### src/verilog/wdcfg_pkg.sv
`default_nettype none
// ==========================================
// Constants of the watchdog and start-up block
package wdcfg_pkg;
  // ==========================================
  // Clock and widths
  localparam int unsigned CLK_PERIOD_NS = 10;
  localparam int unsigned ADDR_W        = 8;
  localparam int unsigned DATA_W        = 32;
  localparam int unsigned BYTE_W        = 8;
  localparam int unsigned PS_SEL_W      = 4;
  localparam int unsigned PS_CNT_W      = 15;
  localparam int unsigned BASE_CNT_W    = 32;
  localparam int unsigned SYNC_STAGES   = 3;
  localparam int unsigned SYNC_COUNT    = 2;
  localparam int unsigned SYNC_PIN      = 0;
  localparam int unsigned SYNC_OSC      = 1;

  // ==========================================
  // Register offsets
  localparam logic [7:0] ADDR_WDT_CFG   = 8'h00;
  localparam logic [7:0] ADDR_PIN_CFG   = 8'h04;
  localparam logic [7:0] ADDR_WDT_CTRL  = 8'h08;
  localparam logic [7:0] ADDR_STATUS    = 8'h0C;
  localparam logic [7:0] ADDR_POWER_CFG = 8'h10;

  // ==========================================
  // Field positions
  localparam int unsigned WDT_FORCE_BIT  = 0;
  localparam int unsigned WDT_PS_LSB     = 1;
  localparam int unsigned PIN_SEL_BIT    = 7;
  localparam int unsigned FAST_START_BIT = 3;
  localparam int unsigned CTRL_SWEN_BIT  = 0;
  localparam int unsigned CTRL_CLEAR_BIT = 1;
  localparam int unsigned POWER_UP_DELAY_TIMER_EN_BIT    = 0;
  localparam int unsigned BOR_EN_BIT     = 1;
  localparam int unsigned ST_RUN_BIT     = 0;
  localparam int unsigned ST_CLK_BIT     = 1;
  localparam int unsigned ST_PIN_BIT     = 2;
  localparam int unsigned ST_OSC_BIT     = 3;

  // ==========================================
  // Implemented masks and reset values
  localparam logic [7:0] WDT_CFG_MASK     = 8'h1F;
  localparam logic [7:0] PIN_CFG_MASK     = 8'h88;
  localparam logic [7:0] CTRL_MASK        = 8'h01;
  localparam logic [7:0] POWER_CFG_MASK   = 8'h03;
  localparam logic [7:0] WDT_CFG_ERASED   = 8'h1F;
  localparam logic [7:0] PIN_CFG_ERASED   = 8'h88;
  localparam logic [7:0] CTRL_RESET       = 8'h00;
  localparam logic [7:0] POWER_CFG_RESET  = 8'h00;

  // ==========================================
  // Clock gate states
  typedef enum logic [0:0] {
    CLK_WAIT,
    CLK_RUN
  } wdcfg_clk_state_t;
endpackage
`default_nettype wire

### src/verilog/wdcfg_postscale.sv
`timescale 1ns/10ps
`default_nettype none
module wdcfg_postscale
  import wdcfg_pkg::*;
(
  // Clock and reset
  input  wire logic                          sys_clk_i,
  input  wire logic                          reset_i,
  input  wire logic                          ce_i,
  // Control
  input  wire logic                          run_i,
  input  wire logic                          clear_i,
  input  wire logic                          base_tick_i,
  input  wire logic [wdcfg_pkg::PS_SEL_W-1:0] select_i,
  // Expiry
  output logic                               expire_o
);
  import wdcfg_pkg::*;

  logic [PS_CNT_W-1:0] count_reg;
  logic [PS_CNT_W-1:0] count_next;
  logic                expire_next;
  wire  [PS_CNT_W-1:0] terminal;
  wire                 at_end;

  // ==========================================
  // Ratio of two to the select value
  assign terminal    = PS_CNT_W'((32'd1 << select_i) - 32'd1);
  assign at_end      = base_tick_i && (count_reg == terminal);
  assign count_next  = (!run_i || clear_i || at_end) ? '0 :
                       (base_tick_i ? count_reg + 1'b1 : count_reg);
  assign expire_next = run_i && !clear_i && at_end;

  always_ff @(posedge sys_clk_i) begin
    if (reset_i) begin
      count_reg <= '0;
      expire_o  <= 1'b0;
    end else if (ce_i) begin
      count_reg <= count_next;
      expire_o  <= expire_next;
    end
  end
endmodule
`default_nettype wire

### src/verilog/wdcfg_top.sv
// Our own choices: the register addresses and register access over APB.
`timescale 1ns/10ps
`default_nettype none
module wdcfg_top
  import wdcfg_pkg::*;
#(
  parameter int unsigned WDT_BASE_NS = 4000000
) (
  // Clock, reset, enable
  input  wire logic                        sys_clk_i,
  input  wire logic                        reset_i,
  input  wire logic                        ce_i,
  // APB slave
  input  wire logic                        psel_i,
  input  wire logic                        penable_i,
  input  wire logic                        pwrite_i,
  input  wire logic [wdcfg_pkg::ADDR_W-1:0] paddr_i,
  input  wire logic [wdcfg_pkg::DATA_W-1:0] pwdata_i,
  output logic [wdcfg_pkg::DATA_W-1:0]     prdata_o,
  output logic                             pready_o,
  output logic                             pslverr_o,
  // Pin and oscillator
  input  wire logic                        shared_input_pin_i,
  input  wire logic                        osc_stable_i,
  input  wire logic                        sleep_i,
  // Device outputs
  output logic                             external_reset_o,
  output logic                             gpio_in_o,
  output logic                             cpu_clk_en_o,
  output logic                             watchdog_run_o,
  output logic                             watchdog_reset_o,
  output logic                             watchdog_wake_o,
  output logic                             power_up_timer_en_o,
  output logic                             brownout_en_o
);
  import wdcfg_pkg::*;

  localparam int unsigned BASE_CYC =
    (WDT_BASE_NS + CLK_PERIOD_NS - 1) / CLK_PERIOD_NS;
  localparam logic [BASE_CNT_W-1:0] BASE_LAST =
    BASE_CNT_W'((BASE_CYC > 1) ? BASE_CYC - 1 : 0);

  // ==========================================
  // Registers
  logic [BYTE_W-1:0]     wdt_cfg_reg;
  logic [BYTE_W-1:0]     pin_cfg_reg;
  logic [BYTE_W-1:0]     ctrl_reg;
  logic [BYTE_W-1:0]     power_cfg_reg;
  logic [DATA_W-1:0]     prdata_reg;
  logic                  rd_valid_reg;
  logic                  clear_reg;
  logic [BASE_CNT_W-1:0] base_cnt_reg;
  logic                  base_tick_reg;
  logic                  expire;
  logic                  reset_out_reg;
  logic                  wake_out_reg;
  logic                  ext_reset_reg;
  logic                  gpio_reg;
  wdcfg_clk_state_t      clk_state_reg;
  wdcfg_clk_state_t      clk_state_next;
  logic [SYNC_STAGES-1:0] sync_reg [SYNC_COUNT];
  logic [SYNC_COUNT-1:0]  level_reg;

  // ==========================================
  // Bus decode
  wire                sel_wdt_cfg   = (paddr_i == ADDR_WDT_CFG);
  wire                sel_pin_cfg   = (paddr_i == ADDR_PIN_CFG);
  wire                sel_ctrl      = (paddr_i == ADDR_WDT_CTRL);
  wire                sel_status    = (paddr_i == ADDR_STATUS);
  wire                sel_power     = (paddr_i == ADDR_POWER_CFG);
  wire                mapped        = sel_wdt_cfg | sel_pin_cfg | sel_ctrl |
                                      sel_status | sel_power;
  wire                access_done   = psel_i && penable_i && pready_o;
  wire                wr_en         = access_done && pwrite_i && mapped;
  wire [BYTE_W-1:0]   wr_byte       = pwdata_i[BYTE_W-1:0];
  wire [BYTE_W-1:0]   status_byte;
  wire [BYTE_W-1:0]   rd_byte;
  wire [DATA_W-1:0]   rd_word;

  assign pready_o  = ce_i && rd_valid_reg;
  assign pslverr_o = pready_o && psel_i && penable_i && !mapped;
  assign prdata_o  = prdata_reg;

  // ==========================================
  // Read selection
  assign status_byte = BYTE_W'({level_reg[SYNC_OSC], level_reg[SYNC_PIN],
                               cpu_clk_en_o, watchdog_run_o});
  assign rd_byte = sel_wdt_cfg ? (wdt_cfg_reg & WDT_CFG_MASK) :
                   sel_pin_cfg ? (pin_cfg_reg & PIN_CFG_MASK) :
                   sel_ctrl    ? (ctrl_reg & CTRL_MASK) :
                   sel_status  ? status_byte :
                   sel_power   ? (power_cfg_reg & POWER_CFG_MASK) :
                   '0;
  assign rd_word = DATA_W'(rd_byte);

  // ==========================================
  // Bus handshake
  always_ff @(posedge sys_clk_i) begin
    if (reset_i) begin
      rd_valid_reg <= 1'b0;
      prdata_reg   <= '0;
    end else if (ce_i) begin
      rd_valid_reg <= psel_i && !access_done;
      if (psel_i && !access_done) begin
        prdata_reg <= rd_word;
      end
    end
  end

  // ==========================================
  // Configuration programming
  always_ff @(posedge sys_clk_i) begin
    if (reset_i) begin
      wdt_cfg_reg   <= WDT_CFG_ERASED;
      pin_cfg_reg   <= PIN_CFG_ERASED;
      ctrl_reg      <= CTRL_RESET;
      power_cfg_reg <= POWER_CFG_RESET;
      clear_reg     <= 1'b0;
    end else if (ce_i) begin
      clear_reg <= wr_en && sel_ctrl && wr_byte[CTRL_CLEAR_BIT];
      if (wr_en && sel_wdt_cfg) begin
        wdt_cfg_reg <= wr_byte & WDT_CFG_MASK;
      end
      if (wr_en && sel_pin_cfg) begin
        pin_cfg_reg <= wr_byte & PIN_CFG_MASK;
      end
      if (wr_en && sel_ctrl) begin
        ctrl_reg <= wr_byte & CTRL_MASK;
      end
      if (wr_en && sel_power) begin
        power_cfg_reg <= wr_byte & POWER_CFG_MASK;
      end
    end
  end

  // Each enable drives only its own output
  assign power_up_timer_en_o = power_cfg_reg[POWER_UP_DELAY_TIMER_EN_BIT];
  assign brownout_en_o       = power_cfg_reg[BOR_EN_BIT];

  // ==========================================
  // Input synchronisers
  wire [SYNC_COUNT-1:0] raw_in = {osc_stable_i, shared_input_pin_i};

  genvar gi;
  generate
    for (gi = 0; gi < SYNC_COUNT; gi++) begin : g_sync
      always_ff @(posedge sys_clk_i) begin
        if (reset_i) begin
          sync_reg[gi]  <= '0;
          level_reg[gi] <= 1'b0;
        end else if (ce_i) begin
          sync_reg[gi] <= {sync_reg[gi][SYNC_STAGES-2:0], raw_in[gi]};
          if (sync_reg[gi][SYNC_STAGES-1] == sync_reg[gi][SYNC_STAGES-2]) begin
            level_reg[gi] <= sync_reg[gi][SYNC_STAGES-2];
          end
        end
      end
    end
  endgenerate

  // ==========================================
  // Shared pin function
  wire pin_is_reset = pin_cfg_reg[PIN_SEL_BIT];

  always_ff @(posedge sys_clk_i) begin
    if (reset_i) begin
      ext_reset_reg <= 1'b0;
      gpio_reg      <= 1'b0;
    end else if (ce_i) begin
      ext_reset_reg <= pin_is_reset && !level_reg[SYNC_PIN];
      gpio_reg      <= !pin_is_reset && level_reg[SYNC_PIN];
    end
  end

  assign external_reset_o = ext_reset_reg;
  assign gpio_in_o        = gpio_reg;

  // ==========================================
  // CPU clock gate
  wire fast_start = pin_cfg_reg[FAST_START_BIT];
  wire clk_ok     = level_reg[SYNC_OSC];

  always_comb begin
    clk_state_next = clk_state_reg;
    case (clk_state_reg)
      CLK_WAIT: begin
        if (clk_ok) begin
          clk_state_next = CLK_RUN;
        end
      end
      CLK_RUN: begin
        clk_state_next = CLK_RUN;
      end
      default: begin
        clk_state_next = CLK_WAIT;
      end
    endcase
  end

  always_ff @(posedge sys_clk_i) begin
    if (reset_i) begin
      clk_state_reg <= CLK_WAIT;
    end else if (ce_i) begin
      clk_state_reg <= clk_state_next;
    end
  end

  // Held off in wait until stable, unless fast start
  assign cpu_clk_en_o = (clk_state_reg == CLK_RUN) || fast_start;

  // ==========================================
  // Watchdog timing
  wire wdt_run = wdt_cfg_reg[WDT_FORCE_BIT] || ctrl_reg[CTRL_SWEN_BIT];
  wire base_end = (base_cnt_reg == BASE_LAST);

  assign watchdog_run_o = wdt_run;

  always_ff @(posedge sys_clk_i) begin
    if (reset_i) begin
      base_cnt_reg  <= '0;
      base_tick_reg <= 1'b0;
    end else if (ce_i) begin
      if (!wdt_run || clear_reg || base_end) begin
        base_cnt_reg <= '0;
      end else begin
        base_cnt_reg <= base_cnt_reg + 1'b1;
      end
      base_tick_reg <= wdt_run && !clear_reg && base_end;
    end
  end

  wdcfg_postscale u_postscale (
    .sys_clk_i   (sys_clk_i),
    .reset_i     (reset_i),
    .ce_i        (ce_i),
    .run_i       (wdt_run),
    .clear_i     (clear_reg),
    .base_tick_i (base_tick_reg),
    .select_i    (wdt_cfg_reg[WDT_PS_LSB +: PS_SEL_W]),
    .expire_o    (expire)
  );

  // ==========================================
  // Expiry action
  always_ff @(posedge sys_clk_i) begin
    if (reset_i) begin
      reset_out_reg <= 1'b0;
      wake_out_reg  <= 1'b0;
    end else if (ce_i) begin
      reset_out_reg <= expire && !sleep_i;
      wake_out_reg  <= expire && sleep_i;
    end
  end

  assign watchdog_reset_o = reset_out_reg;
  assign watchdog_wake_o  = wake_out_reg;
endmodule
`default_nettype wire

### config.mk
export PLATFORM = sky130hd
export DESIGN_NAME = wdcfg_top
export DESIGN_NICKNAME = d
export VERILOG_FILES = /design/src/verilog/wdcfg_pkg.sv /design/src/verilog/wdcfg_postscale.sv /design/src/verilog/wdcfg_top.sv
export SDC_FILE = /design/constraint.sdc
export NUM_CORES = 1
export LEC_CHECK = 0
export BUFFER_PORTS_ARGS = -buffer_cell sky130_fd_sc_hd__buf_2
export CORE_ASPECT_RATIO = 0.6
export CORE_UTILIZATION = 40
export DETAILED_ROUTE_END_ITERATION = 7
export GPL_ROUTABILITY_DRIVEN = 0
export GPL_TIMING_DRIVEN = 1
export PLACE_DENSITY_LB_ADDON = 0.15
export SYNTH_ARGS = -nofsm -noshare
export SYNTH_HDL_FRONTEND = slang
export SYNTH_SLANG_ARGS = --single-unit
### constraint.sdc
create_clock -name sys_clk_i -period 4.21 [get_ports sys_clk_i]
set_input_delay 0.2105 -clock sys_clk_i [delete_from_list [all_inputs] [get_ports sys_clk_i]]
set_output_delay 0.2105 -clock sys_clk_i [all_outputs]
set_load 0.02 [all_outputs]
# Word-level counts from Yosys, hierarchy flattened
# Memory sizes are Yosys's and may differ from the RTL's.
# Index checks and enable logic that the tools add are counted.
dict set report totals {
  out_inout_bits 42
  input_bits 49
  register_bits 76
  mem_bits_rw 6
  memories 1
}
dict set report op_classes {
  n_eq_ne 8
  add_sub_neg 3
  mux 17
  n_bitwise 7
  n_reduce_logical 44
  n_shift 1
}
# memory depth width read_ports rd_ports_with_merged_regs wr line_no
set mem_list {}
lappend mem_list {sync_reg 2 3 2 0 2 wdcfg_top.sv:61} ;# logic [SYNC_STAGES-1:0] sync_reg [SYNC_COUNT];
# cell n
set ops {}
lappend ops {{adder 32 x 1 -> 32 bit (second input constant)} 1}
lappend ops {{== test 32 x 19 -> 1 bit (second input constant)} 1}
lappend ops {{two-way mux 32 bit} 1}
lappend ops {{two-way mux 15 bit} 2}
lappend ops {{logical AND 1 bit} 22}
lappend ops {{== test 8 x 4 -> 1 bit (second input constant)} 2}
lappend ops {{two-way mux 8 bit} 2}
lappend ops {{AND reduction 2 bit} 8}
lappend ops {{adder 15 x 1 -> 15 bit (second input constant)} 1}
lappend ops {{== test 15 bit} 1}
lappend ops {{<< shifter 1 x 4 -> 15 bit (first input constant)} 1}
lappend ops {{subtractor 15 x 1 -> 15 bit (second input constant)} 1}
lappend ops {{== test 8 x 3 -> 1 bit (second input constant)} 1}
lappend ops {{== test 8 x 5 -> 1 bit (second input constant)} 1}
lappend ops {{zero test 8 bit} 1}
lappend ops {{two-way mux 4 bit} 2}
lappend ops {{zero test 1 bit} 7}
lappend ops {{two-way mux 1 bit} 6}
lappend ops {{two-way mux 3 bit} 2}
lappend ops {{OR 1 bit} 6}
lappend ops {{logical OR 1 bit} 5}
lappend ops {{== test 1 bit} 2}
lappend ops {{two-way mux 2 bit} 1}
lappend ops {{one-hot mux 1 bit (2 select lines)} 1}
lappend ops {{2 further kinds} 2}

# Longest topological paths before layout
# Gate-level depths: netlist (run 1).
dict set report logic_depth {
  ltp_word 8
  ltp_mapped 14
  ltp_nobuf 10
}

# Hierarchy
# A second synthesis (run 1) with hierarchy kept.
dict set report hier_totals {
  hier_cells 515
  hier_area_um2 4269.1
}
# mod cells_per_inst area_per_inst_um2 n_inst
set by_module_without_submodules {}
lappend by_module_without_submodules {wdcfg_top 349 3029.2 1}
lappend by_module_without_submodules {wdcfg_postscale 166 1239.9 1}

# Worst setup path before layout (run 1)
# No wires, ideal clock.
dict set report synth_timing {
  path_type {register to register}
  startpoint {register wdt_cfg_reg[4]}
  endpoint {register u_postscale.count_reg[8]}
  setup_time_ns 0.115
  period_less_slack_ns 2.972
  arrival_ns 2.857
  path_slack_ns 1.238
  path_buffers 4
  path_stages_with_launch 15
  path_cell_list {dfxtp_1 -> buf_4 -> clkbuf_1 -> nor2_1 -> nand3b_1 -> ha_1 -> buf_2 -> or4b_4 -> o21ai_2 -> xor2_1 -> a221o_2 -> nor4_4 -> a221o_2 -> buf_6 -> nor2_2}
}
dict set report synth_via {
  elab_chain_cells 7
  elab_cells_between_ends 8
  classes_between {add/sub: 1; eq/ne: 1; shift: 1; mux: 1; reduce/logical: 4}
}
# item line_no
set synth_rtl {}
lappend synth_rtl {{start, declared} wdcfg_top.sv:45} ;# logic [BYTE_W-1:0] wdt_cfg_reg;
lappend synth_rtl {{start signal, assigned} wdcfg_top.sv:122} ;# wdt_cfg_reg <= wr_byte & WDT_CFG_MASK;
lappend synth_rtl {{<< shifter 1 x 4 -> 15 bit (*)} wdcfg_postscale.sv:28} ;# assign terminal = PS_CNT_W'((32'd1 << select_i) - 32'd1);
lappend synth_rtl {{subtractor 15 x 1 -> 15 bit (*)} wdcfg_postscale.sv:28}
lappend synth_rtl {{== test 15 bit (*)} wdcfg_postscale.sv:29} ;# assign at_end = base_tick_i && (count_reg == terminal);
lappend synth_rtl {{logical AND 1 bit (*)} wdcfg_postscale.sv:29}
lappend synth_rtl {{logical OR 1 bit (*)} wdcfg_postscale.sv:30} ;# assign count_next = (!run_i || clear_i || at_end) ? '0 :
lappend synth_rtl {{nonzero test 2 bit (no line)} --}
lappend synth_rtl {{AND reduction 2 bit (no line)} --}
lappend synth_rtl {{end signal, assigned} wdcfg_postscale.sv:39} ;# count_reg <= count_next;
lappend synth_rtl {{end, declared} wdcfg_postscale.sv:20} ;# logic [PS_CNT_W-1:0] count_reg;
# Mark *: on every way between the ends. The rest lies on a longest branch, timed or not.
# A chain may end at the register's enable or synchronous reset.

# Worst setup path in the final report (run 1)
dict set report layout_timing {
  startpoint {register wdt_cfg_reg[2]}
  endpoint {register u_postscale.count_reg[4]}
}
# The elaborated chain is that of the path after synthesis.

==> results.py, run 1 <==
metrics = {
    "final_layout": {
        "finalNonFillerCells": 680,
        "area.growth.synth_to_final_pct": 9.78,
        "num_antenna_cells": 0,
        "largest_reg_flops": 32,
        "final_area_sq_um": 4760,
        "drive_gt1_share_pct": 15.7,
        "fill_cells": 1033,
        "mostFrequentLayoutCell": "nor2_1",
        "fin_nets": 588,
        "final_cell_mix": "75 x nor2_1, 74 x dfxtp_1, 48 x nand2_1",
    },
    "place": {
        "pre_cts_slack_ns": 0.837,
        "place_area_sq_um": 4450,
        "portBuffers": 38,
        "hpwl_microns": 6600,
        "place_inst": 664,
    },
    "floorplan": {
        "io_pins": 91,
        "die-area_sq_um": 11300,
        "placementRows": 29,
        "start_util_pct": 41.1,
        "die_w_microns": 136,
        "core_area_sq_um": 10600,
        "die-height_microns": 82.7,
    },
    "worst_hold_path": {
        "hp-class": "input pin to register",
        "holdCritStartpoint": "pwdata_i[2]",
    },
    "sta": {
        "hold_violations": 0,
        "maxSlewViolCount": 0,
        "fin_ws_ns": 0.813,
        "setup_viol": 0,
        "clock.fmax_mhz": 294,
        "timing.setup.tns_ns": 0,
        "worst_pin_slew_ns": 0.754,
        "skew_ns": 0.00664,
        "period_share_pct": 80.7,
        "rsz0062_at_grt": "false",
        "max_slew_margin_pct": 49.8,
        "fin_crit_ns": 3.40,
    },
    "power_and_ir_drop": {
        "power_frac_seq_pct": 46.3,
        "p_per_area_nw_per_um2": 355,
        "clkPwrFrac_pct": 48.4,
        "power_uw": 1690,
        "combPwrFrac_pct": 5.3,
        "internal_power_uw": 1270,
        "p_leak_uw": 0.00172,
        "vdd_drop_max_mv": 0.216,
        "swShare_pct": 24.7,
        "switchingPower_uw": 418,
    },
    "drt": {
        "wl_microns": 9370,
        "drc": 2,
        "firstDrtPassIters": 6,
        "route.vias.total": 3454,
        "avgRoutedWirePerCell_microns": 13.8,
        "antenna_left": 0,
        "vias_per_cell": 5.08,
        "drt_iter0_drc": 300,
    },
    "critical_path": {
        "crit_slowest_cell": "dfxtp_1",
        "slowest_delay_ns": 0.68,
        "critPathCaptureType": "register",
        "cp_cell_sequence": "nor2_2, nand2_1, ha_1, or4b_4, o21ai_2, xor2_1, a221o_2, nor4_4, a221o_2, nor2_1",
        "cp_max_fo": 16,
        "crit_start": "wdt_cfg_reg[2]",
        "critPathArrivalTime_ns": 3.62,
        "crit_type": "register to register",
        "crit_top_cell": "a221o_2",
        "cp.required_ns": 4.43,
        "r2r-start": "wdt_cfg_reg[2]",
        "start_kind": "register",
    },
    "synth": {
        "synth_area_leaders": "dfxtp_1 34%, nor2_1 6.5%, xor2_1 6.1%, buf_4 4.7%, edfxtp_1 4.2%",
        "synth.top_cell.area_share_pct": 34.1,
        "yosysSeqAreaShare_pct": 38.3,
        "synth-edff-count": 6,
        "synthFlopType": "dfxtp_1",
        "synth_area_per_cell_sq_um": 8.49,
        "ys_ff_latch": 80,
        "synth.largest_area_cell": "dfxtp_1",
        "syn_inst": 511,
        "async_flop_share_pct": 0,
        "synth_cell_types": 64,
        "syn_area_sq_um": 4340,
        "ys_warn_count": 0,
    },
    "run": {
        "cap_violations": 0,
    },
    "clock_network": {
        "cts_tree": "done",
        "clock_latency_ns": 0.34,
        "h-tree-depth": 3,
        "clock-root-buffer": "clkbuf_16",
        "clock_path_buffers": 2,
        "post_cts_buffers": 0,
        "cts_buffers": 9,
        "cts_resized": 0,
        "cts_num_sinks": 80,
        "clkTransAtPathRegs_ns": 0.06,
        "cts_hold_buf": 0,
    },
    "global_route": {
        "grt_max_degree": 37,
        "overflow": 0,
        "antenna_found_initial": 0,
        "grt_usage_pct": 18.2,
        "grt_pass1_vias": 3141,
        "grt_pass1_wl_microns": 15800,
    },
    "outcome": {
        "violations": "design-rule violations",
        "status": "finished, violations left",
    },
}
-- kinds of logic (layout without fill, tap and decap cells) --
kind of cell	Yosys count	count (layout)	synth area share [%]
simple gates	242	242	28.5
flops	80	80	38.3
compound gates	73	73	12.2
buf+inv	58	63	9.08
xor+xnor	49	49	9.89
mux	5	5	1.15
fa+ha+maj	3	3	0.865
other cells	1	26	0.0864
-- critical path, delay by kind of cell, from the launching register on --
family                   cells  cell delay, ns
AO/OA/AOI/OAI                3            0.85
XOR/XNOR                     1            0.08
adder cells (fa/ha/maj)      1            0.37
flip-flops                   1            0.68
AND/OR/NAND/NOR              5            1.29
-- synthesized netlist by cell type (3+ instances only) --
cell type,instances
clkbuf_1,13
dfxtp_1,74
o211ai_1,3
or4_1,3
nor2_2,11
inv_1,6
mux2i_1,5
ha_1,3
clkbuf_8,4
o21ai_0,12
nor4_1,4
nand3b_1,4
nand4_1,17
nand2b_1,3
xor2_1,30
and2_1,8
nor4b_1,3
and3_1,7
xnor2_1,19
a21oi_1,20
nor2_1,75
edfxtp_1,6
and4_1,3
buf_2,4
nand3_1,20
a221oi_1,4
nand2_1,48
or3_1,3
a211o_1,6
nor3_1,13
buf_4,27
buf_6,4
nor2b_1,8
a21o_1,3
-- area by class of cell --
| type | count | area (sq um) | share of cell area, % |
|---|---|---|---|
| Sequential cell | 80 | 1660 | 34.9 |
| Tap cell | 139 | 174 | 3.65 |
| Clock inverter | 7 | 86.3 | 1.81 |
| Inverter | 6 | 22.5 | 0.473 |
| Clock buffer | 9 | 225 | 4.73 |
| Multi-Input combinational cell | 398 | 2380 | 50.0 |
| Timing Repair Buffer | 41 | 213 | 4.47 |
-- stage by stage --
| step | hold WS [ns] | utilization, % |
|---|---|---|
| floorplan | 0.328 | - |
| global placement | 0.415 | 42.2 |
| detailed placement | 0.423 | 42.2 |
| CTS | 0.0611 | 45.1 |
| global route | 0.0679 | 45.1 |
| finish | 0.0736 | 45.1 |
-- worst paths after layout --
check | endpoint | slack [ns] | cells after the start
worst min-delay path | wdt_cfg_reg[2] | 0.07 | 2
worst max-delay path | u_postscale.count_reg[4] | 0.81 | 10
worst max register to register | u_postscale.count_reg[4] | 0.81 | 10
worst min register to register | watchdog_wake_o | 0.47 | 2
-- power groups by stage --
| stage | clock network [uW] | registers [uW] | logic, uW |
|---|---|---|---|
| 3_5_place_dp | 0 | 801 | 89.0 |
| 2_1_floorplan | 0 | 802 | 83.5 |
| 4_1_cts | 842 | 784 | 89.3 |
| 3_3_place_gp | 0 | 801 | 88.3 |
| 6_report | 818 | 784 | 89.7 |
| 5_1_grt | 873 | 785 | 100 |
-- metal layers --
layer  GRT usage (%)  vias to the layer above  wire length, microns
met1            26.8                     1609                  5080
met3            5.62                        9                   424
met5               0                        -                     0
met4            5.44                        0                    89
met2            24.6                       70                  3780
li1                -                     1766                     -
Power figures use the tool's default switching activity.
==> run 2, diff against run 1 <==
--- a/config.mk
+++ b/config.mk
@@ -5,6 +5,7 @@
 export SDC_FILE = /design/constraint.sdc
 export NUM_CORES = 1
 export LEC_CHECK = 0
+export ABC_AREA = 1
 export BUFFER_PORTS_ARGS = -buffer_cell sky130_fd_sc_hd__buf_2
 export CORE_ASPECT_RATIO = 0.6
 export CORE_UTILIZATION = 40
==> constraint.sdc (replaced) <==
create_clock -name sys_clk_i -period 2.93 [get_ports sys_clk_i]
set_input_delay 0.1465 -clock sys_clk_i [delete_from_list [all_inputs] [get_ports sys_clk_i]]
set_output_delay 0.1465 -clock sys_clk_i [all_outputs]
set_load 0.02 [all_outputs]
==> results.py, run 2 <==
metrics = {
    "clock_network": {
        "post_cts_buffers": 0,
        "cts_buffers": 9,
        "h-tree-depth": 3,
        "clock_path_buffers": 2,
        "cts_hold_buf": 1,
        "cts_resized": 0,
        "clkTransAtPathRegs_ns": 0.07,
        "cts_tree": "done",
        "cts_num_sinks": 80,
        "clock-root-buffer": "clkbuf_16",
        "clock_latency_ns": 0.34,
    },
    "synth": {
        "synth-simple-area-share_pct": 38.2,
        "synth_xor_area_share_pct": 2.73,
        "yosys.area_share.adder_pct": 0.779,
        "yosysMostFrequentCell": "nand2_1",
        "synth_area_per_cell_sq_um": 6.71,
        "synth-edff-count": 6,
        "ys_ff_latch": 80,
        "synthFlopType": "dfxtp_1",
        "async_flop_share_pct": 0,
        "synth.top_cell.area_share_pct": 30.8,
        "yosysSeqAreaShare_pct": 34.5,
        "synth_compound_area_share_pct": 9.48,
        "synthMuxAreaShare_pct": 0,
        "syn_inst": 718,
        "synth_cell_types": 43,
        "syn_area_sq_um": 4820,
        "ys_warn_count": 0,
        "synth_top_family_by_area": "simple AND/OR/NAND/NOR gates",
        "synth_area_leaders": "dfxtp_1 31%, nand2_1 13%, inv_1 7.2%, nor2_1 6.9%, nand3_1 5.1%",
        "synth_common_cells": "166 x nand2_1, 92 x inv_1, 88 x nor2_1",
        "synth.largest_area_cell": "dfxtp_1",
    },
    "global_route": {
        "antenna_found_initial": 0,
        "grt_pass1_vias": 4078,
        "grt_pass1_wl_microns": 20900,
        "grt_max_degree": 29,
        "grt_usage_pct": 21.7,
        "overflow": 0,
    },
    "worst_hold_path": {
        "hp-class": "input pin to register",
    },
    "final_layout": {
        "largest_reg_flops": 32,
        "num_antenna_cells": 0,
        "final_cell_mix": "166 x nand2_1, 92 x inv_1, 88 x nor2_1",
        "area.growth.synth_to_final_pct": 10.7,
        "fin_nets": 807,
        "mostFrequentLayoutCell": "nand2_1",
        "drive_gt1_share_pct": 13.3,
    },
    "critical_path": {
        "crit_slowest_cell": "dfxtp_1",
        "cp_cell_sequence": "nor2_4, nand3_1, ha_1, inv_1, nand2_1, nand2_1, nand2_1, nand2_1, nand2_1, nor2_1, nand2_1, nor2_1, nand2_2, nand2_1, nand2_1, inv_2, nor2_1",
        "crit_buf_inv": 2,
        "crit_top_cell": "nand2_1",
        "crit_type": "register to register",
        "cp.required_ns": 3.16,
        "crit_family": "simple AND/OR/NAND/NOR gates",
        "start_kind": "register",
        "slowest_delay_ns": 0.46,
        "critPathArrivalTime_ns": 2.69,
        "critPathCaptureType": "register",
        "cp_max_fo": 12,
    },
    "sta": {
        "skew_ns": 0.00894,
        "fin_crit_ns": 2.46,
        "clock.fmax_mhz": 406,
        "rsz0062_at_grt": "false",
        "setup_viol": 0,
        "holdWs_ns": 0.0291,
        "timing.setup.tns_ns": 0,
        "period_share_pct": 84.0,
        "hold_violations": 0,
        "worst_pin_slew_ns": 0.815,
        "max_slew_margin_pct": 45.3,
        "maxSlewViolCount": 0,
    },
    "floorplan": {
        "start_util_pct": 41.8,
        "core_area_sq_um": 11500,
        "die_w_microns": 144,
        "io_pins": 91,
        "placementRows": 30,
        "die-area_sq_um": 12500,
        "die-height_microns": 87.0,
    },
    "drt": {
        "avgRoutedWirePerCell_microns": 13.9,
        "antenna_left": 0,
        "firstDrtPassIters": 6,
        "wl_microns": 12800,
        "drc": 0,
        "vias_per_cell": 5.10,
        "route.vias.total": 4694,
        "drt_iter0_drc": 420,
    },
    "power_and_ir_drop": {
        "p_per_area_nw_per_um2": 449,
        "p_leak_uw": 0.00218,
        "vdd_drop_max_mv": 0.235,
        "power_uw": 2390,
    },
    "outcome": {
        "status": "complete, no violations",
    },
    "place": {
        "hpwl_microns": 9880,
        "portBuffers": 38,
    },
    "run": {
        "cap_violations": 0,
    },
}
[run 2: changes by cell type in the layout (fill, tap and decap cells not counted), sizes merged, moves of 9 or more]
cell	change
nor3	+9
xor2	-16
nand3	+33
xnor2	-18
inv	+94
nor2	+24
nand4	+15
nand2	+123
o21ai	+16
[run 2: cell type report]
cell class                 instances  area (sq um)
tap                              160           200
clock inverter                     7          77.6
timing repair buffer              41           215
multi-input combinational        521          2560
clock buffer                       9           225
sequential                        80          1660
inverter                         102           388
fill                            1166          6190
[run 2: tightest hold or removal path, stage by stage]
cell	delay, ns
buf_2	0.08
nand2_1	0.04
o211ai_1	0.07
[run 2: worst paths after layout]
check            startpoint                   endpoint  slack [ns]  depth (start not counted)
min             pwdata_i[4]             wdt_cfg_reg[4]        0.03                          3
max reg2reg  wdt_cfg_reg[3]  u_postscale.count_reg[14]        0.47                         17
min reg2reg     prdata_o[2]                prdata_o[2]        0.47                          2
max          wdt_cfg_reg[3]  u_postscale.count_reg[14]        0.47                         17
[run 2: report_power, final]
group	switching (uW)	total (uW)	leakage, uW	internal [uW]
sequential	8.12	1120	0.000664	1110
combinational	95.3	124	0.00137	28.6
clock	480	1150	0.000147	669
[run 2: through the flow]
stage | cell area (sq um) | setup slack, ns | instances | util (%)
floorplan | 4910 | 0.916 | 743 | -
global placement | 5020 | 0.521 | 903 | 43.6
detailed placement | 5020 | 0.512 | 903 | 43.6
CTS | 5330 | 0.503 | 920 | 46.3
global route | 5330 | 0.118 | 920 | 46.3
finish | 5330 | 0.468 | 920 | 46.3
[run 2: cell families after synthesis]
| family | after synthesis |
|---|---|
| other cells | 1 |
| compound gates | 78 |
| fa+ha+maj | 3 |
| buf+inv | 142 |
| simple gates | 399 |
| flops | 80 |
| xor+xnor | 15 |
[run 2: metal layers]
layer	up-vias	routed length [microns]	track usage, %
met2	194	4400	27.4
met4	0	103	4.64
met5	-	0	0
met3	11	1070	4.84
li1	2360	-	-
met1	2129	7190	35.5
==> run 3, diff against run 2 <==
==> constraint.sdc (replaced) <==
create_clock -name sys_clk_i -period 2.1 [get_ports sys_clk_i]
set_input_delay 0.105 -clock sys_clk_i [delete_from_list [all_inputs] [get_ports sys_clk_i]]
set_output_delay 0.105 -clock sys_clk_i [all_outputs]
set_load 0.02 [all_outputs]
==> results.py, run 3 (same netlist as run 2, synthesis figures left out) <==
metrics = {
    "floorplan": {
        "core_area_sq_um": 11500,
        "placementRows": 30,
        "die_w_microns": 144,
        "io_pins": 91,
        "die-height_microns": 87.0,
        "start_util_pct": 41.8,
        "die-area_sq_um": 12500,
    },
    "sta": {
        "period_share_pct": 94.9,
        "maxSlewViolCount": 0,
        "max_slew_margin_pct": 56.5,
        "fin_ws_ns": 0.108,
        "setup_viol": 0,
        "hold_violations": 0,
        "fin_crit_ns": 1.99,
        "holdWs_ns": 0.000206,
        "rsz0062_at_grt": "true",
        "clock.fmax_mhz": 502,
        "worst_pin_slew_ns": 0.651,
        "skew_ns": 0.00768,
    },
    "power_and_ir_drop": {
        "p_per_area_nw_per_um2": 582,
        "p_leak_uw": 0.00229,
        "power_uw": 3230,
        "vdd_drop_max_mv": 0.439,
    },
    "final_layout": {
        "final_area_sq_um": 5560,
        "drive_gt1_share_pct": 17.0,
        "mostFrequentLayoutCell": "nand2_1",
        "regArea_sq_um": 1660,
        "multi_input_area_sq_um": 2610,
        "fin_nets": 828,
        "num_antenna_cells": 0,
        "fill_cells": 1175,
        "area.growth.synth_to_final_pct": 15.5,
        "fin_util_pct": 48.3,
        "final_cell_mix": "161 x nand2_1, 91 x inv_1, 87 x nor2_1",
        "largest_reg_flops": 32,
    },
    "clock_network": {
        "clkTransAtPathRegs_ns": 0.06,
        "cts_num_sinks": 80,
        "cts_buffers": 9,
        "h-tree-depth": 3,
        "clock_latency_ns": 0.34,
        "clock-root-buffer": "clkbuf_16",
        "clock_path_buffers": 2,
        "cts_tree": "done",
    },
    "place": {
        "place_area_sq_um": 5170,
        "pre_cts_slack_ns": 0.00526,
        "hpwl_microns": 10100,
        "portBuffers": 38,
    },
    "drt": {
        "firstDrtPassIters": 7,
        "top_layer": "met4",
        "wl_met2_microns": 4460,
        "drt_iter0_drc": 525,
        "wl_met3_microns": 1040,
        "m1WireLength_microns": 7370,
        "avgRoutedWirePerCell_microns": 13.8,
        "drc": 0,
        "vias_per_cell": 5.02,
        "wl_microns": 13000,
        "antenna_left": 0,
        "route.vias.total": 4725,
    },
    "critical_path": {
        "r2r_setup_slack_ns": 0.11,
        "crit_top_cell": "nand2_1",
        "cp_max_fo": 6,
        "crit_family": "simple AND/OR/NAND/NOR gates",
        "critPathArrivalTime_ns": 2.23,
        "r2r-start": "wdt_cfg_reg[4]",
        "cp.required_ns": 2.34,
        "crit_type": "register to register",
        "cp_cell_sequence": "nor2_4, nand3_2, ha_4, inv_1, nand2_1, nand2_1, nand2_1, nor2_1, nand2_1, nor2_1, nand2_1, nor2_2, nand2_2, nand2_2, nand2_4, inv_4, clkbuf_16, nor2_2",
        "slowest_delay_ns": 0.34,
        "crit_start": "wdt_cfg_reg[4]",
        "crit_slowest_cell": "dfxtp_2",
        "start_kind": "register",
        "crit_buf_inv": 3,
        "critPathCaptureType": "register",
    },
    "global_route": {
        "overflow": 0,
        "grt_usage_pct": 21.8,
        "grt_max_degree": 18,
        "grt_pass1_vias": 4038,
        "antenna_found_initial": 0,
        "grt_pass1_wl_microns": 20900,
    },
    "worst_hold_path": {
        "hp-class": "input pin to register",
        "holdCritStartpoint": "pwdata_i[2]",
    },
    "outcome": {
        "status": "complete, no violations",
    },
    "run": {
        "cap_violations": 0,
    },
}
[run 3: changes by cell type in the layout (fill, tap and decap cells not counted), moves of 2 or more]
cell and change:
buf_12 +2, buf_4 +17, nand2_2 +4, inv_4 +2
dfxtp_1 -2, nand2_1 -5, dfxtp_2 +2
[run 3: path summary, 6_finish.rpt]
kind / end / cells after the start
worst max-delay path: u_postscale.count_reg[10] / 18
worst min-delay path: wdt_cfg_reg[2] / 3
worst max register to register: u_postscale.count_reg[10] / 18
worst min register to register: clk_state_reg / 2
[run 3: layout make-up]
| class | count | area share, % |
|---|---|---|
| multi-input combinational | 521 | 46.9 |
| inverter | 102 | 7.06 |
| clock buffer | 9 | 4.05 |
| clock inverter | 7 | 0.990 |
| sequential | 80 | 29.9 |
| tap | 160 | 3.60 |
| timing repair buffer | 62 | 7.51 |
[run 3: worst reg2reg max path, delay by kind of cell (launching register included)]
| kind | cells | cell delay, ns |
|---|---|---|
| DFF | 1 | 0.34 |
| adders and majority gates | 1 | 0.25 |
| and+or+nand+nor | 14 | 1.04 |
| buffers and inverters | 3 | 0.27 |
[run 3: routing by layer]
metal / up-vias / global-route usage (%)
met5: - / 0
met4: 0 / 4.93
met3: 10 / 4.34
met2: 206 / 26.4
met1: 2112 / 36.8
li1: 2397 / -
[run 3: repair_timing]
| action | CTS | global route |
|---|---|---|
| endpoints found under the setup margin | 0 | 16 |
| gates resized for setup | 0 | 16 |
| buffers inserted | 0 | 2 |
| hold endpoints to repair | 2 | 0 |
| hold buffers | 2 | 0 |
[run 3: through the flow]
step                      cells  TNS (ns)
after global placement      920         0
after detailed placement    920         0
after floorplan             743         0
after CTS                   938         0
final                       941         0
after global routing        941    -0.920
[run 3: power by group]
part	total [uW]	switching (uW)	leakage, uW	internal, uW
registers	1570	10.7	0.000663	1550
logic	186	136	0.00150	50.2
clock network	1480	672	0.000132	811
total	3230	819	0.00229	2420
